<file path="config.mk">
export PLATFORM = sky130hd
export DESIGN_NAME = core_sleep_wake_control
export DESIGN_NICKNAME = d
export VERILOG_FILES = /design/src/sleep_wake_pkg.sv /design/src/event_latch.sv /design/src/core_sleep_wake_control.sv
export SDC_FILE = /design/constraint.sdc
export NUM_CORES = 1
export LEC_CHECK = 0
export BUFFER_PORTS_ARGS = -buffer_cell sky130_fd_sc_hd__buf_2
export CAP_MARGIN = 40
export CELL_PAD_IN_SITES_DETAIL_PLACEMENT = 1
export CELL_PAD_IN_SITES_GLOBAL_PLACEMENT = 2
export CORE_ASPECT_RATIO = 1.5
export CORE_MARGIN = 5
export CORE_UTILIZATION = 29
export CTS_BUF_LIST = sky130_fd_sc_hd__clkbuf_8
export DETAILED_ROUTE_END_ITERATION = 10
export GPL_ROUTABILITY_DRIVEN = 0
export PLACE_DENSITY_LB_ADDON = 0.15
export SKIP_LAST_GASP = 1
export SYNTH_ARGS = -nofsm -noshare
export SYNTH_HDL_FRONTEND = slang
export SYNTH_SLANG_ARGS = --single-unit
</file>
<file path="constraint.sdc">
create_clock -name clk -period 2.3 [get_ports clk]
set_input_delay 0.115 -clock clk [delete_from_list [all_inputs] [get_ports clk]]
set_output_delay 0.115 -clock clk [all_outputs]
set_load 0.01 [all_outputs]
</file>
<file path="src/sleep_wake_pkg.sv">
// Shared constants and types for the core sleep and wake controller.
// Assumes a single core clock domain and a 32-bit AXI4-Lite register bus.
`default_nettype none

package sleep_wake_pkg;

  // Register byte offsets
  localparam logic [7:0] CTRL_OFFSET        = 8'h00;
  localparam logic [7:0] STATUS_OFFSET      = 8'h04;
  localparam logic [7:0] ENTRY_COUNT_OFFSET = 8'h08;

  // Field positions in the system control register
  localparam int unsigned SAH_POS  = 1;
  localparam int unsigned DEEP_POS = 2;
  localparam int unsigned PRE_POS  = 4;

  // Field positions in the status register
  localparam int unsigned ST_SLEEP_POS    = 0;
  localparam int unsigned ST_DEEP_POS     = 1;
  localparam int unsigned ST_EVENT_POS    = 2;
  localparam int unsigned ST_DEFER_POS    = 3;
  localparam int unsigned ST_CAUSE_LO_POS = 4;
  localparam int unsigned ST_CAUSE_HI_POS = 5;

  // Values after reset
  localparam logic [31:0] CTRL_RESET  = 32'h0000_0000;
  localparam logic [15:0] COUNT_RESET = 16'h0000;

  // AXI responses
  localparam logic [1:0] RESP_OKAY   = 2'h0;
  localparam logic [1:0] RESP_DECERR = 2'h3;

  // Register selector codes
  localparam logic [1:0] SEL_CTRL   = 2'h0;
  localparam logic [1:0] SEL_STATUS = 2'h1;
  localparam logic [1:0] SEL_COUNT  = 2'h2;
  localparam logic [1:0] SEL_NONE   = 2'h3;

  typedef enum {
    st_awake,
    st_sleep_interrupt,
    st_sleep_event
  } sleep_state_t;

  typedef enum logic [1:0] {
    cause_none      = 2'h0,
    cause_exception = 2'h1,
    cause_deferred  = 2'h2,
    cause_event     = 2'h3
  } wake_cause_t;

  typedef struct packed {
    logic pending_raises_event_bit;
    logic deep_sleep_select_bit;
    logic sleep_after_handler_bit;
  } ctrl_t;

  typedef struct packed {
    logic wait_interrupt_instruction;
    logic wait_event_instruction;
    logic send_event_instruction;
    logic return_to_thread;
  } pipe_req_t;

  typedef struct packed {
    logic entry_ok;
    logic above_priority;
    logic new_pending;
  } irq_status_t;

endpackage

`default_nettype wire

</file>
<file path="src/event_latch.sv">
// One-bit event latch that decides whether a wait-for-event sleeps.
// Assumes all inputs are synchronous one-cycle or level signals on clk.
`default_nettype none
`timescale 1ns/100ps

module event_latch (
  // Clock and reset
  input  wire logic clk,
  input  wire logic rst,
  // Event sources
  input  wire logic event_in,
  input  wire logic peer_send_event,
  input  wire logic local_send_event,
  input  wire logic pending_event,
  // Consume request
  input  wire logic consume,
  // State
  output var  logic latch_q
);

  logic set_any;

  assign set_any = event_in | peer_send_event | local_send_event |
                   pending_event;

  // A new event in the consume cycle wins over the clear
  always_ff @(posedge clk or posedge rst) begin
    if (rst) begin
      latch_q <= 1'b0;
    end else if (set_any) begin
      latch_q <= 1'b1;
    end else if (consume) begin
      latch_q <= 1'b0;
    end
  end

endmodule

`default_nettype wire

</file>
<file path="src/core_sleep_wake_control.sv">
// Sleep entry and wake-up control for a small processor core.
// Assumes the pipeline and interrupt controller share clk and rst, and
// that software reaches the control bits over an AXI4-Lite slave port.
`default_nettype none
`timescale 1ns/100ps

// How it works
// - The wait-for-event sleep path is a build option, off by default.
// - Wait-for-event with the event latch clear halts and sleeps.
// - Wait-for-event with the latch set clears it and keeps running.
// - External events and peer send-event instructions set the latch.
// - No register read or write reaches the event latch.
// - With sleep-after-handler set, a return to Thread mode sleeps.
// - Interrupt-style sleep wakes on an exception fit for entry or on a masked one above priority.
// - With the priority mask set, a qualifying interrupt still wakes an interrupt-style sleep.
// - Event sleep wakes on an entry-ready exception or on any event that has set the latch.
// - With pending-raises-event set, any new pending irq is an event.
// - Wait-for-interrupt sleeps at once with nothing checked.
// - The deep-sleep select bit picks ordinary or deep sleep.
module core_sleep_wake_control #(
  parameter int unsigned ADDR_W     = 8,
  parameter bit          WFE_ENABLE = 1'b0
) (
  // Clock and reset
  input  wire logic                      clk,
  input  wire logic                      rst,
  // AXI4-Lite write address
  input  wire logic [ADDR_W-1:0]         awaddr,
  input  wire logic [2:0]                awprot,
  input  wire logic                      awvalid,
  output var  logic                      awready,
  // AXI4-Lite write data
  input  wire logic [31:0]               wdata,
  input  wire logic [3:0]                wstrb,
  input  wire logic                      wvalid,
  output var  logic                      wready,
  // AXI4-Lite write response
  output var  logic [1:0]                bresp,
  output var  logic                      bvalid,
  input  wire logic                      bready,
  // AXI4-Lite read address
  input  wire logic [ADDR_W-1:0]         araddr,
  input  wire logic [2:0]                arprot,
  input  wire logic                      arvalid,
  output var  logic                      arready,
  // AXI4-Lite read data
  output var  logic [31:0]               rdata,
  output var  logic [1:0]                rresp,
  output var  logic                      rvalid,
  input  wire logic                      rready,
  // Pipeline
  input  wire sleep_wake_pkg::pipe_req_t pipe_req,
  input  wire logic                      priority_mask_bit,
  output var  logic                      wait_event_continue,
  // Interrupt controller
  input  wire sleep_wake_pkg::irq_status_t irq,
  // System events
  input  wire logic                      event_in,
  input  wire logic                      peer_send_event,
  output var  logic                      event_out,
  // Clock controller
  output var  logic                      sleeping,
  output var  logic                      sleep_deep,
  output var  logic                      wake
);

  // Address decode shared by both bus directions
  function automatic logic [1:0] reg_sel(input logic [ADDR_W-1:0] addr);
    logic [7:0] a;
    a = 8'(addr);
    if (a == sleep_wake_pkg::CTRL_OFFSET) begin
      reg_sel = sleep_wake_pkg::SEL_CTRL;
    end else if (a == sleep_wake_pkg::STATUS_OFFSET) begin
      reg_sel = sleep_wake_pkg::SEL_STATUS;
    end else if (a == sleep_wake_pkg::ENTRY_COUNT_OFFSET) begin
      reg_sel = sleep_wake_pkg::SEL_COUNT;
    end else begin
      reg_sel = sleep_wake_pkg::SEL_NONE;
    end
  endfunction

  sleep_wake_pkg::ctrl_t        ctrl_q;
  sleep_wake_pkg::sleep_state_t state_q;
  sleep_wake_pkg::sleep_state_t state_d;
  sleep_wake_pkg::wake_cause_t  cause_q;
  sleep_wake_pkg::wake_cause_t  cause_d;

  logic              aw_got_q;
  logic              w_got_q;
  logic [ADDR_W-1:0] aw_addr_q;
  logic [31:0]       w_data_q;
  logic [3:0]        w_strb_q;
  logic              wr_fire;
  logic [1:0]        wr_sel;
  logic [1:0]        rd_sel;
  logic [31:0]       rd_value;
  logic              bvalid_q;
  logic [1:0]        bresp_q;
  logic              rvalid_q;
  logic [31:0]       rdata_q;
  logic [1:0]        rresp_q;

  logic              evt_q;
  logic              evt_consume;
  logic              pend_event;
  logic              deep_q;
  logic              event_out_q;
  logic [15:0]       count_q;
  logic              wake_interrupt;
  logic              wake_event;
  logic              wake_now;
  logic              enter_interrupt;
  logic              enter_event;
  logic              event_skip;
  logic              deferred;

  // ---- Write channels: address and data taken in either order ----

  assign awready = !aw_got_q && !bvalid_q;
  assign wready  = !w_got_q && !bvalid_q;
  assign wr_fire = aw_got_q && w_got_q && !bvalid_q;
  assign wr_sel  = reg_sel(aw_addr_q);

  always_ff @(posedge clk or posedge rst) begin
    if (rst) begin
      aw_got_q  <= 1'b0;
      aw_addr_q <= '0;
    end else if (awvalid && awready) begin
      aw_got_q  <= 1'b1;
      aw_addr_q <= awaddr;
    end else if (wr_fire) begin
      aw_got_q  <= 1'b0;
    end
  end

  always_ff @(posedge clk or posedge rst) begin
    if (rst) begin
      w_got_q  <= 1'b0;
      w_data_q <= '0;
      w_strb_q <= '0;
    end else if (wvalid && wready) begin
      w_got_q  <= 1'b1;
      w_data_q <= wdata;
      w_strb_q <= wstrb;
    end else if (wr_fire) begin
      w_got_q  <= 1'b0;
    end
  end

  always_ff @(posedge clk or posedge rst) begin
    if (rst) begin
      bvalid_q <= 1'b0;
      bresp_q  <= sleep_wake_pkg::RESP_OKAY;
    end else if (wr_fire) begin
      bvalid_q <= 1'b1;
      if (wr_sel == sleep_wake_pkg::SEL_NONE) begin
        bresp_q <= sleep_wake_pkg::RESP_DECERR;
      end else begin
        bresp_q <= sleep_wake_pkg::RESP_OKAY;
      end
    end else if (bready) begin
      bvalid_q <= 1'b0;
    end
  end

  assign bvalid = bvalid_q;
  assign bresp  = bresp_q;

  // Only the control register is writable; status and count ignore writes
  always_ff @(posedge clk or posedge rst) begin
    if (rst) begin
      ctrl_q.sleep_after_handler_bit  <=
        sleep_wake_pkg::CTRL_RESET[sleep_wake_pkg::SAH_POS];
      ctrl_q.deep_sleep_select_bit    <=
        sleep_wake_pkg::CTRL_RESET[sleep_wake_pkg::DEEP_POS];
      ctrl_q.pending_raises_event_bit <=
        sleep_wake_pkg::CTRL_RESET[sleep_wake_pkg::PRE_POS];
    end else if (wr_fire && wr_sel == sleep_wake_pkg::SEL_CTRL &&
                 w_strb_q[0]) begin
      ctrl_q.sleep_after_handler_bit  <= w_data_q[sleep_wake_pkg::SAH_POS];
      ctrl_q.deep_sleep_select_bit    <= w_data_q[sleep_wake_pkg::DEEP_POS];
      ctrl_q.pending_raises_event_bit <= w_data_q[sleep_wake_pkg::PRE_POS];
    end
  end

  // ---- Read channel ----

  assign arready = !rvalid_q;
  assign rd_sel  = reg_sel(araddr);

  // The event latch has no bit in any register
  always_comb begin
    rd_value = '0;
    unique case (rd_sel)
      sleep_wake_pkg::SEL_CTRL: begin
        rd_value[sleep_wake_pkg::SAH_POS]  = ctrl_q.sleep_after_handler_bit;
        rd_value[sleep_wake_pkg::DEEP_POS] = ctrl_q.deep_sleep_select_bit;
        rd_value[sleep_wake_pkg::PRE_POS]  =
          ctrl_q.pending_raises_event_bit;
      end
      sleep_wake_pkg::SEL_STATUS: begin
        rd_value[sleep_wake_pkg::ST_SLEEP_POS] =
          (state_q != sleep_wake_pkg::st_awake);
        rd_value[sleep_wake_pkg::ST_DEEP_POS]  = deep_q;
        rd_value[sleep_wake_pkg::ST_EVENT_POS] =
          (state_q == sleep_wake_pkg::st_sleep_event);
        rd_value[sleep_wake_pkg::ST_DEFER_POS] = deferred;
        rd_value[sleep_wake_pkg::ST_CAUSE_HI_POS:
                 sleep_wake_pkg::ST_CAUSE_LO_POS] = cause_q;
      end
      sleep_wake_pkg::SEL_COUNT: begin
        rd_value[15:0] = count_q;
      end
      sleep_wake_pkg::SEL_NONE: begin
        rd_value = '0;
      end
    endcase
  end

  always_ff @(posedge clk or posedge rst) begin
    if (rst) begin
      rvalid_q <= 1'b0;
      rdata_q  <= '0;
      rresp_q  <= sleep_wake_pkg::RESP_OKAY;
    end else if (arvalid && arready) begin
      rvalid_q <= 1'b1;
      rdata_q  <= rd_value;
      if (rd_sel == sleep_wake_pkg::SEL_NONE) begin
        rresp_q <= sleep_wake_pkg::RESP_DECERR;
      end else begin
        rresp_q <= sleep_wake_pkg::RESP_OKAY;
      end
    end else if (rready) begin
      rvalid_q <= 1'b0;
    end
  end

  assign rvalid = rvalid_q;
  assign rdata  = rdata_q;
  assign rresp  = rresp_q;

  // ---- Event latch ----

  assign pend_event = ctrl_q.pending_raises_event_bit &
                      irq.new_pending;

  event_latch u_event_latch (
    .clk              (clk),
    .rst              (rst),
    .event_in         (event_in),
    .peer_send_event  (peer_send_event),
    .local_send_event (pipe_req.send_event_instruction),
    .pending_event    (pend_event),
    .consume          (evt_consume),
    .latch_q          (evt_q)
  );

  // Local send-event is also broadcast to other cores
  always_ff @(posedge clk or posedge rst) begin
    if (rst) begin
      event_out_q <= 1'b0;
    end else begin
      event_out_q <= pipe_req.send_event_instruction;
    end
  end

  assign event_out = event_out_q;

  // ---- Sleep entry and wake decisions ----

  assign enter_interrupt = pipe_req.wait_interrupt_instruction |
                           (pipe_req.return_to_thread &
                            ctrl_q.sleep_after_handler_bit);
  assign enter_event = WFE_ENABLE &&
                       pipe_req.wait_event_instruction && !evt_q;
  assign event_skip  = WFE_ENABLE &&
                       pipe_req.wait_event_instruction && evt_q;

  // Masked interrupt that still qualifies: wake, handler waits for unmask
  assign deferred = priority_mask_bit & irq.above_priority;

  assign wake_interrupt = irq.entry_ok | deferred;
  assign wake_event     = irq.entry_ok | evt_q;

  always_comb begin
    wake_now = 1'b0;
    unique case (state_q)
      sleep_wake_pkg::st_awake:           wake_now = 1'b0;
      sleep_wake_pkg::st_sleep_interrupt: wake_now = wake_interrupt;
      sleep_wake_pkg::st_sleep_event:     wake_now = wake_event;
    endcase
  end

  // Latch is spent on a skipped wait or on an event that woke the core
  assign evt_consume = event_skip |
                       (state_q == sleep_wake_pkg::st_sleep_event &&
                        wake_now && evt_q);

  // Without the build option a wait-for-event simply retires
  assign wait_event_continue = WFE_ENABLE ? event_skip :
                               pipe_req.wait_event_instruction;

  always_comb begin
    state_d = state_q;
    unique case (state_q)
      sleep_wake_pkg::st_awake: begin
        if (enter_interrupt) begin
          state_d = sleep_wake_pkg::st_sleep_interrupt;
        end else if (enter_event) begin
          state_d = sleep_wake_pkg::st_sleep_event;
        end
      end
      sleep_wake_pkg::st_sleep_interrupt,
      sleep_wake_pkg::st_sleep_event: begin
        if (wake_now) begin
          state_d = sleep_wake_pkg::st_awake;
        end
      end
    endcase
  end

  always_ff @(posedge clk or posedge rst) begin
    if (rst) begin
      state_q <= sleep_wake_pkg::st_awake;
    end else begin
      state_q <= state_d;
    end
  end

  // Sleep depth is fixed at entry so a later control write cannot glitch it
  always_ff @(posedge clk or posedge rst) begin
    if (rst) begin
      deep_q <= 1'b0;
    end else if (state_q == sleep_wake_pkg::st_awake &&
                 state_d != sleep_wake_pkg::st_awake) begin
      deep_q <= ctrl_q.deep_sleep_select_bit;
    end
  end

  always_ff @(posedge clk or posedge rst) begin
    if (rst) begin
      count_q <= sleep_wake_pkg::COUNT_RESET;
    end else if (state_q == sleep_wake_pkg::st_awake &&
                 state_d != sleep_wake_pkg::st_awake) begin
      count_q <= count_q + 16'h0001;
    end
  end

  // Record why the core last woke
  always_comb begin
    cause_d = cause_q;
    if (wake_now) begin
      if (irq.entry_ok) begin
        cause_d = sleep_wake_pkg::cause_exception;
      end else if (state_q == sleep_wake_pkg::st_sleep_event) begin
        cause_d = sleep_wake_pkg::cause_event;
      end else begin
        cause_d = sleep_wake_pkg::cause_deferred;
      end
    end
  end

  always_ff @(posedge clk or posedge rst) begin
    if (rst) begin
      cause_q <= sleep_wake_pkg::cause_none;
    end else begin
      cause_q <= cause_d;
    end
  end

  // ---- Clock controller qualifiers ----

  assign sleeping   = (state_q != sleep_wake_pkg::st_awake) &&
                      !wake_now;
  assign sleep_deep = sleeping && deep_q;
  assign wake       = wake_now;

endmodule

`default_nettype wire

</file>
==> impl_metrics.yaml, run 1 <==
status:
  status: "finished, final reports clean"
global_routing:
  grt_max_degree: 91
  antenna_found_initial: 0
  gr-total-overflow: 0
  gr-usage-all-layers: 0.113
  grt_pass1_vias: 2981
  grt_pass1_wl_mm: 14.4
logic_synthesis:
  yosys_warnings: 0
  synth_top_area_cell: "dfrtp_1"
  synth_cells: 351
  synthMuxAreaShare: 0.0552
  synth_top_family_by_area: "simple AND/OR/NAND/NOR gates"
  ys_ff_latch: 90
  synth.avg_cell_area_um2: 11.0
  synth-seq-area-share: 0.585
  synthTopCellsByArea: "dfrtp_1 58%, and2_1 5.7%, mux2_2 5.3%, nand2_1 4.4%, buf_4 3.9%"
  ys.flop_type: "dfrtp_1"
  synth_adder_area_share: 0.0162
  synthArstFlopShare: 1.00
  synth_compound_area_frac: 0.0491
  synth_simple_gate_area_frac: 0.199
  synth_top_area_frac: 0.585
  synth_edf_count: 0
  synth_xor_area_frac: 0.0341
  yosysUniqueCellTypes: 37
  syn_area_um2: 3850
worst_setup_path:
  rr_worst_depth: 7
  r2r_slack_ns: 0.24
  worstSetupEndpoint: "wake"
  cp_max_fo: 6
  cp-end-kind: "output port"
  crit_start: "state_q[16]$_DFF_PP0_"
  critPathKind: "reg -> out"
  regToRegEndpoint: "state_q[28]$_DFF_PP0_"
  cp.required_ns: 2.18
  crit_path_start_kind: "flip-flop"
  reg2reg_from: "state_q[16]$_DFF_PP0_"
  arrival_ns: 2.02
timing:
  slew_headroom: 0.666
  setup_viol: 0
  layout_min_cycle_time_ns: 2.14
  drv_slew: 0
  finalSetupTns_ns: 0
  clock_skew_ns: 0.0104
  worstMarginPinSlew_ns: 0.501
  max_freq_mhz: 468
  fin_ws_ns: 0.162
  period_share: 0.930
  holdWs_ns: 0.130
  hold_viol: 0
  rsz0062_at_grt: "no"
pwr:
  powerDensity_nw_per_um2: 799
  leakage_nw: 2.39
  peakVddDrop_mv: 0.395
clocking:
  cts_sinks: 90
  cts_tree: "done"
  cts-root-buf: "clkbuf_8"
  cts_made_buffers: 9
  clockBufferDepth: 2
  clk_pin_slew_ns: 0.09
  h-tree-depth: 3
  clock_latency_ns: 0.36
routing:
  drt_iter0_markers: 53
  drcViolationCount: 0
  dr.pass1.iters: 4
  vias_per_cell: 4.53
  wl_per_cell_um: 14.3
  vias: 2730
  wl_mm: 8.59
  antenna_left: 0
placement:
  post-place-cells: 567
  postPlaceCellArea_um2: 4300
  port_buffers: 64
  hpwl_mm: 6.15
  dp_worst_setup_slack_ns: 0.232
final_layout:
  drive_gt1_frac: 0.252
  diodes: 0
  num-nets-final: 519
  mostFrequentLayoutCells: "90 x dfrtp_1, 64 x buf_2, 45 x nand2_1, 35 x and2_1"
  postLayoutCellArea_um2: 4730
  area_delta_synth_final_pct: 23.0
  final_common_cell: "dfrtp_1"
  fin_cells: 603
floorplanning:
  rows: 51
  die-width_um: 104
  die_h_um: 151
  coreArea_um2: 13000
  ios: 121
  die-area_um2: 15700
  initial_utilization: 0.296
job:
  maxCapViolations: 0
hold_path:
  hold_path.class: "in -> reg"
  hold_start: "wvalid"
[critical path: stages, from the launching register on]
cell and delay (ns):
dfrtp_1 0.41, nor4_4 0.29, nand4_1 0.23, or2_4 0.35
nor2_4 0.12, buf_4 0.13, buf_2 0.13
[area by class of cell]
cell class / count / area, um2
repair buffers: 92 / 591
flip-flops and latches: 90 / 2250
fillers: 1464 / 8280
multi-input cells: 237 / 1460
inverters: 9 / 37.5
clock inverters: 6 / 58.8
clock buffers: 10 / 138
well taps: 159 / 199
[cells by family after synthesis]
| group | Yosys count |
|---|---|
| other | 1 |
| xor gates and xnor gates | 15 |
| adders and majority gates | 5 |
| DFF | 90 |
| buffers and inverters | 39 |
| muxes | 19 |
| AOI/OAI and AO/OA | 30 |
| and+or+nand+nor | 152 |
[state kept, by name, summed over array words and instances, names as in the netlist]
| register | flops |
|---|---|
| state_q | 32 |
| deep_q | 1 |
| w_strb_q | 1 |
| w_data_q | 3 |
| rdata | 16 |
| event_out | 1 |
| rvalid | 1 |
| ctrl_q | 3 |
| aw_addr_q | 8 |
| w_got_q | 1 |
| count_q | 16 |
| aw_got_q | 1 |
| cause_q | 2 |
| bresp | 1 |
| rresp | 1 |
| bvalid | 1 |
| u_event_latch.latch_q | 1 |
[layer usage]
metal / global-route usage / vias up / wire, um
li1: - / 1318 / -
met1: 0.133 / 1355 / 3620
met2: 0.199 / 48 / 4490
met3: 0.0269 / 9 / 359
met4: 0.0467 / 0 / 126
met5: 0 / - / 0
[per-stage QoR]
step                      utilization  power [mW]
after floorplan                     -        2.50
after global placement          0.331        2.70
after detailed placement        0.331        2.74
after CTS                       0.361        3.87
after global routing            0.364        4.02
final                           0.364        3.78
[cell usage after synthesis, types with 4 or more instances]
cell type,instances
and2_1,35
o21ai_0,12
nor2_1,18
clkbuf_1,5
a21oi_1,5
ha_1,5
mux2_2,18
dfrtp_1,90
buf_4,20
xnor2_1,12
nand2b_1,4
nand4_1,8
nand3_1,19
nand2_1,45
nor4_1,11
inv_1,9
[repair_timing]
item | 4_1_cts | 5_1_grt
resized for setup | 2 | 5
hold endpoints to repair | 107 | 0
setup endpoints to repair | 2 | 3
pin swaps | 0 | 4
hold buffers | 19 | 0
setup buffers | 0 | 1
[how the worst min path moves through the flow]
stage | endpoint | cells after the start | slack, ns
after CTS | w_got_q$_DFFE_PP0P_ | 3 | 0.12
after floorplan | event_out$_DFF_PP0_ | 0 | 0.15
after global routing | w_got_q$_DFFE_PP0P_ | 3 | 0.14
after global placement | wait_event_continue | 0 | 0.23
final | w_got_q$_DFFE_PP0P_ | 3 | 0.13
after detailed placement | wait_event_continue | 0 | 0.23
[power breakdown]
group | switching, mW | internal (mW)
Sequential | 0.192 | 1.81
Combinational | 0.350 | 0.350
Clock | 0.561 | 0.525
Total | 1.10 | 2.68
Note: power is estimated with default switching activity, not from simulation.
==> run 2, diff against run 1 <==
==> constraint.sdc (replaced) <==
create_clock -name clk -period 2.3 [get_ports clk]
set_input_delay 0.46 -clock clk [delete_from_list [all_inputs] [get_ports clk]]
set_output_delay 0.46 -clock clk [all_outputs]
set_load 0.01 [all_outputs]
==> impl_metrics.yaml, run 2 (same netlist as run 1, synthesis figures left out) <==
status:
  status: "finished, final reports clean"
job:
  maxCapViolations: 0
worst_setup_path:
  reg2reg_from: "state_q[24]$_DFF_PP0_"
  cp_max_fo: 3
  crit_path_start_kind: "flip-flop"
  arrival_ns: 1.84
  rr_worst_depth: 7
  regToRegEndpoint: "count_q[15]$_DFFE_PP0P_"
  cp.required_ns: 1.84
  critPathKind: "reg -> out"
  r2r_slack_ns: 0.22
  cp-end-kind: "output port"
  crit_start: "state_q[24]$_DFF_PP0_"
  worstSetupEndpoint: "wake"
clocking:
  h-tree-depth: 3
  clock_latency_ns: 0.36
  clk_pin_slew_ns: 0.09
  cts_tree: "done"
  cts_made_buffers: 9
  cts_sinks: 90
  clockBufferDepth: 2
  ctsHoldBuffers: 0
  cts-root-buf: "clkbuf_8"
timing:
  finalSetupTns_ns: 0
  slew_headroom: 0.581
  clock_skew_ns: 0.00942
  layout_min_cycle_time_ns: 2.30
  max_freq_mhz: 435
  setup_viol: 0
  hold_viol: 0
  holdWs_ns: 0.170
  drv_slew: 0
  worstMarginPinSlew_ns: 0.627
  rsz0062_at_grt: "yes"
  period_share: 0.999
pwr:
  finalPower_mw: 3.90
  leakage_nw: 2.37
  powerDensity_nw_per_um2: 833
  peakVddDrop_mv: 0.490
floorplanning:
  rows: 51
  initial_utilization: 0.296
  coreArea_um2: 13000
  die-width_um: 104
  die_h_um: 151
  die-area_um2: 15700
  ios: 121
global_routing:
  grt.busiest_layer: "met2"
  met1_usage: 0.136
  grt_max_degree: 42
  antenna_found_initial: 0
  gr-total-overflow: 0
  gr-usage-all-layers: 0.117
  grt_pass1_vias: 2931
  grt_use_met2: 0.205
  grtUsageMet3: 0.0303
  grt_pass1_wl_mm: 14.8
placement:
  port_buffers: 64
  postPlaceCellArea_um2: 4360
  hpwl_mm: 6.50
routing:
  vias_per_cell: 4.57
  antenna_left: 0
  wl_mm: 8.71
  vias: 2707
  dr.pass1.iters: 4
  wl_per_cell_um: 14.7
  drcViolationCount: 0
  drt_iter0_markers: 43
final_layout:
  diodes: 0
  final_common_cell: "dfrtp_1"
  regMostFlops: "state_q"
  num-nets-final: 509
  mostFrequentLayoutCells: "90 x dfrtp_1, 61 x buf_2, 45 x nand2_1, 34 x and2_1, 19 x nand3_1"
  multi_input_area_um2: 1470
  post-route-util: 0.359
  largest_reg_flops: 32
  n_fill_cell: 1481
  final-seq-area_um2: 2250
  postLayoutCellArea_um2: 4680
  drive_gt1_frac: 0.289
  area_delta_synth_final_pct: 21.5
hold_path:
  hold_path.class: "in -> async"
run 2: worst max-delay path, cell delays in order, from the launching register on:
cell and delay (ns):
dfrtp_1 0.39, nor4_1 0.30, nand4_1 0.23, or2_4 0.33, nor2_4 0.10, buf_6 0.11
run 2: layer usage:
metal	part of all wire	vias up
met3	0.045	14
met2	0.51	58
li1	-	1298
met1	0.42	1337
met4	0.022	0
met5	0	-
run 2: report_power, final:
| part | switching [mW] | internal [mW] | leakage (nW) | total (mW) |
|---|---|---|---|---|
| logic | 0.348 | 0.354 | 1.06 | 0.702 |
| registers | 0.191 | 1.81 | 1.19 | 2.00 |
| clock network | 0.564 | 0.634 | 0.110 | 1.20 |
run 2: timing repair:
action,CTS,global route
pin swaps,8,5
resized for setup,11,3
setup buffers,2,2
setup endpoints to repair,3,3
run 2: worst min-delay path by stage:
stage,from,slack [ns],endpoint,cells past startpoint
6_report,rst,0.17,count_q[8]$_DFFE_PP0P_,2
5_1_grt,pipe_req[1],0.18,event_out$_DFF_PP0_,1
4_1_cts,rst,0.17,state_q[26]$_DFF_PP0_,2
2_1_floorplan,count_q[15]$_DFFE_PP0P_,0.44,count_q[15]$_DFFE_PP0P_,1
3_5_place_dp,rdata[13]$_DFFE_PP0P_,0.45,rdata[13]$_DFFE_PP0P_,2
3_3_place_gp,rdata[6]$_DFFE_PP0P_,0.45,rdata[6]$_DFFE_PP0P_,2
run 2: layout make-up:
| cell class | count | area share |
|---|---|---|
| Multi-Input combinational cell | 237 | 0.315 |
| Clock inverter | 5 | 0.0171 |
| Timing Repair Buffer | 82 | 0.107 |
| Clock buffer | 10 | 0.0294 |
| Sequential cell | 90 | 0.482 |
| Inverter | 9 | 0.00803 |
| Tap cell | 159 | 0.0425 |
run 2: stage by stage:
stage	setup slack (ns)	std cells
finish	0.00250	592
CTS	-0.0318	590
floorplan	0.374	366
global route	-0.149	592
detailed placement	0.0884	573
global placement	0.147	573
==> run 3, diff against run 2 <==
--- a/config.mk
+++ b/config.mk
@@ -11,7 +11,7 @@
 export CELL_PAD_IN_SITES_GLOBAL_PLACEMENT = 2
 export CORE_ASPECT_RATIO = 1.5
 export CORE_MARGIN = 5
-export CORE_UTILIZATION = 29
+export CORE_UTILIZATION = 30
 export CTS_BUF_LIST = sky130_fd_sc_hd__clkbuf_8
 export DETAILED_ROUTE_END_ITERATION = 10
 export GPL_ROUTABILITY_DRIVEN = 0
@@ -19,4 +19,5 @@
 export SKIP_LAST_GASP = 1
 export SYNTH_ARGS = -nofsm -noshare
 export SYNTH_HDL_FRONTEND = slang
+export SYNTH_HIERARCHICAL = 1
 export SYNTH_SLANG_ARGS = --single-unit
==> impl_metrics.yaml, run 3 <==
status:
  status: "finished, final reports clean"
clocking:
  cts_sinks: 90
  cts-root-buf: "clkbuf_8"
  cts_made_buffers: 9
  clk_pin_slew_ns: 0.09
  h-tree-depth: 3
  clock_latency_ns: 0.36
  cts_tree: "done"
  clockBufferDepth: 2
floorplanning:
  die-area_um2: 15700
  rows: 51
  die_h_um: 151
  coreArea_um2: 13000
  initial_utilization: 0.306
  die-width_um: 104
  ios: 121
final_layout:
  final_common_cell: "dfrtp_1"
  multi_input_area_um2: 1600
  drive_gt1_frac: 0.301
  area_delta_synth_final_pct: 20.7
  largest_reg_flops: 32
  final-seq-area_um2: 2250
  regMostFlops: "state_q"
  post-route-util: 0.370
  diodes: 0
  fin_cells: 597
  num-nets-final: 513
  n_fill_cell: 1489
  mostFrequentLayoutCells: "90 x dfrtp_1, 63 x buf_2, 40 x nand2_1, 36 x nor2b_1, 19 x nand3_1"
timing:
  period_share: 0.989
  finalSetupTns_ns: 0
  max_freq_mhz: 440
  setup_viol: 0
  hold_viol: 0
  fin_ws_ns: 0.0262
  worstMarginPinSlew_ns: 0.568
  drv_slew: 0
  clock_skew_ns: 0.0172
  layout_min_cycle_time_ns: 2.27
  slew_headroom: 0.621
  rsz0062_at_grt: "yes"
logic_synthesis:
  synth_top_area_cell: "dfrtp_1"
  synth-seq-area-share: 0.565
  ys_ff_latch: 90
  yosysUniqueCellTypes: 46
  synth.avg_cell_area_um2: 11.2
  ys.flop_type: "dfrtp_1"
  synth_top_area_frac: 0.565
  yosys-top-cells-count: "90 x dfrtp_1, 40 x nand2_1, 36 x nor2b_1"
  syn_area_um2: 3990
  synthArstFlopShare: 1.00
  synth_edf_count: 0
  synthTopCellsByArea: "dfrtp_1 56%, nor2b_1 5.6%, mux2_2 4.2%, nand2_1 3.8%, buf_4 3.6%"
  post-synth-top-count-cell: "dfrtp_1"
  synth_cells: 356
  yosys_warnings: 6
global_routing:
  grtUsageMet3: 0.0192
  grt_use_met2: 0.214
  grt.busiest_layer: "met2"
  grt_pass1_wl_mm: 15.0
  gr-total-overflow: 0
  grt_max_degree: 38
  gr-usage-all-layers: 0.118
  met1_usage: 0.137
  grt_pass1_vias: 2971
  antenna_found_initial: 0
routing:
  dr.pass1.iters: 4
  drt_iter0_markers: 50
  vias: 2730
  wl_mm: 8.81
  vias_per_cell: 4.57
  drcViolationCount: 0
  wl_per_cell_um: 14.8
  antenna_left: 0
pwr:
  p_sw_mw: 1.13
  switching_share: 0.285
  leakage_nw: 2.41
  power_frac_seq: 0.508
  peakVddDrop_mv: 0.327
  power.internal_mw: 2.83
  powerDensity_nw_per_um2: 823
  power_frac_comb: 0.175
  power.share.clock: 0.317
  finalPower_mw: 3.96
job:
  maxCapViolations: 0
placement:
  post-place-cells: 578
  dp_worst_setup_slack_ns: 0.116
  hpwl_mm: 6.66
  port_buffers: 64
hold_path:
  hold_path.class: "in -> reg"
worst_setup_path:
  path_cells: "nor4_4 > nand4_2 > nor2_4 > nand3_2 > buf_4 > buf_2"
  arrival_ns: 1.81
  cp-end-kind: "output port"
  critPathKind: "reg -> out"
  crit_path_start_kind: "flip-flop"
  max_stage_delay_ns: 0.41
  crit_slowest_cell: "dfrtp_1"
  cp.required_ns: 1.84
  cp_max_fo: 2
[run 3: changes by cell type after synthesis, sizes merged, moves of 4 or more]
cell,change
a21oi,+5
and2,-33
nand2,-5
nand2b,-4
nor2b,+34
nor3,+4
[run 3: final timing paths]
check / slack (ns) / to / cells past startpoint / start
worst min-delay path: 0.21 / event_out$_DFF_PP0_ / 1 / pipe_req[1]
worst max register to register: 0.28 / state_q[13]$_DFF_PP0_ / 8 / state_q[11]$_DFF_PP0_
max in group asynchronous: 1.03 / count_q[5]$_DFFE_PP0P_ / 4 / rst
min in group asynchronous: 0.53 / u_event_latch/latch_q$_DFFE_PP0P_ / 3 / rst
worst min register to register: 0.47 / rdata[14]$_DFFE_PP0P_ / 2 / rdata[14]$_DFFE_PP0P_
worst max-delay path: 0.03 / sleeping / 6 / state_q[24]$_DFF_PP0_
[run 3: area by class of cell]
type                    count  share of cell area
flip-flops and latches     90               0.468
multi-input cells         239               0.333
repair buffers             81              0.0983
well taps                 159              0.0413
clock buffers              11              0.0315
clock inverters             5              0.0177
inverters                  12              0.0101
[run 3: cells by family after synthesis]
kind of cell    after synthesis  share of synthesized area
buf+inv                      42                     0.0584
simple gates                153                      0.226
xor+xnor                     16                     0.0352
fa+ha+maj                     5                     0.0157
mux                          19                     0.0530
other cells                   1                   0.000941
compound gates               30                     0.0458
flops                        90                      0.565
[run 3: per-stage QoR]
stage | instance area [um2] | hold slack [ns]
after floorplan | 4050 | 0.189
after global placement | 4500 | 0.326
after detailed placement | 4500 | 0.332
after CTS | 4800 | 0.182
after global routing | 4810 | 0.176
final | 4810 | 0.212
[run 3: worst max-delay path: cells and delay by family, from the launching register on]
kind | cells | cell delay (ns)
flip-flops | 1 | 0.41
buffers and inverters | 2 | 0.27
AND/OR/NAND/NOR | 4 | 0.76
[run 3: routing by layer]
metal  wire, um  up-vias
li1           -     1319
met1       3590     1360
met2       4810       43
met3        261        8
met4        146        0
met5          0        -
[run 3: power by group through the flow]
| stage | clock (mW) | sequential [mW] | combinational, mW |
|---|---|---|---|
| global placement | 0 | 2.04 | 0.684 |
| floorplan | 0 | 1.99 | 0.522 |
| global route | 1.37 | 2.05 | 0.788 |
| finish | 1.25 | 2.01 | 0.692 |
| detailed placement | 0 | 2.05 | 0.705 |
| CTS | 1.31 | 2.02 | 0.714 |
[run 3: timing repair]
item / 4_1_cts / 5_1_grt
pin swaps: 6 / 5
endpoints found under the setup margin: 2 / 3
resized for setup: 7 / 3
buffers inserted: 2 / 0
hold endpoints to repair: 1 / 0
hold buffers: 1 / 0
cloned: 0 / 0
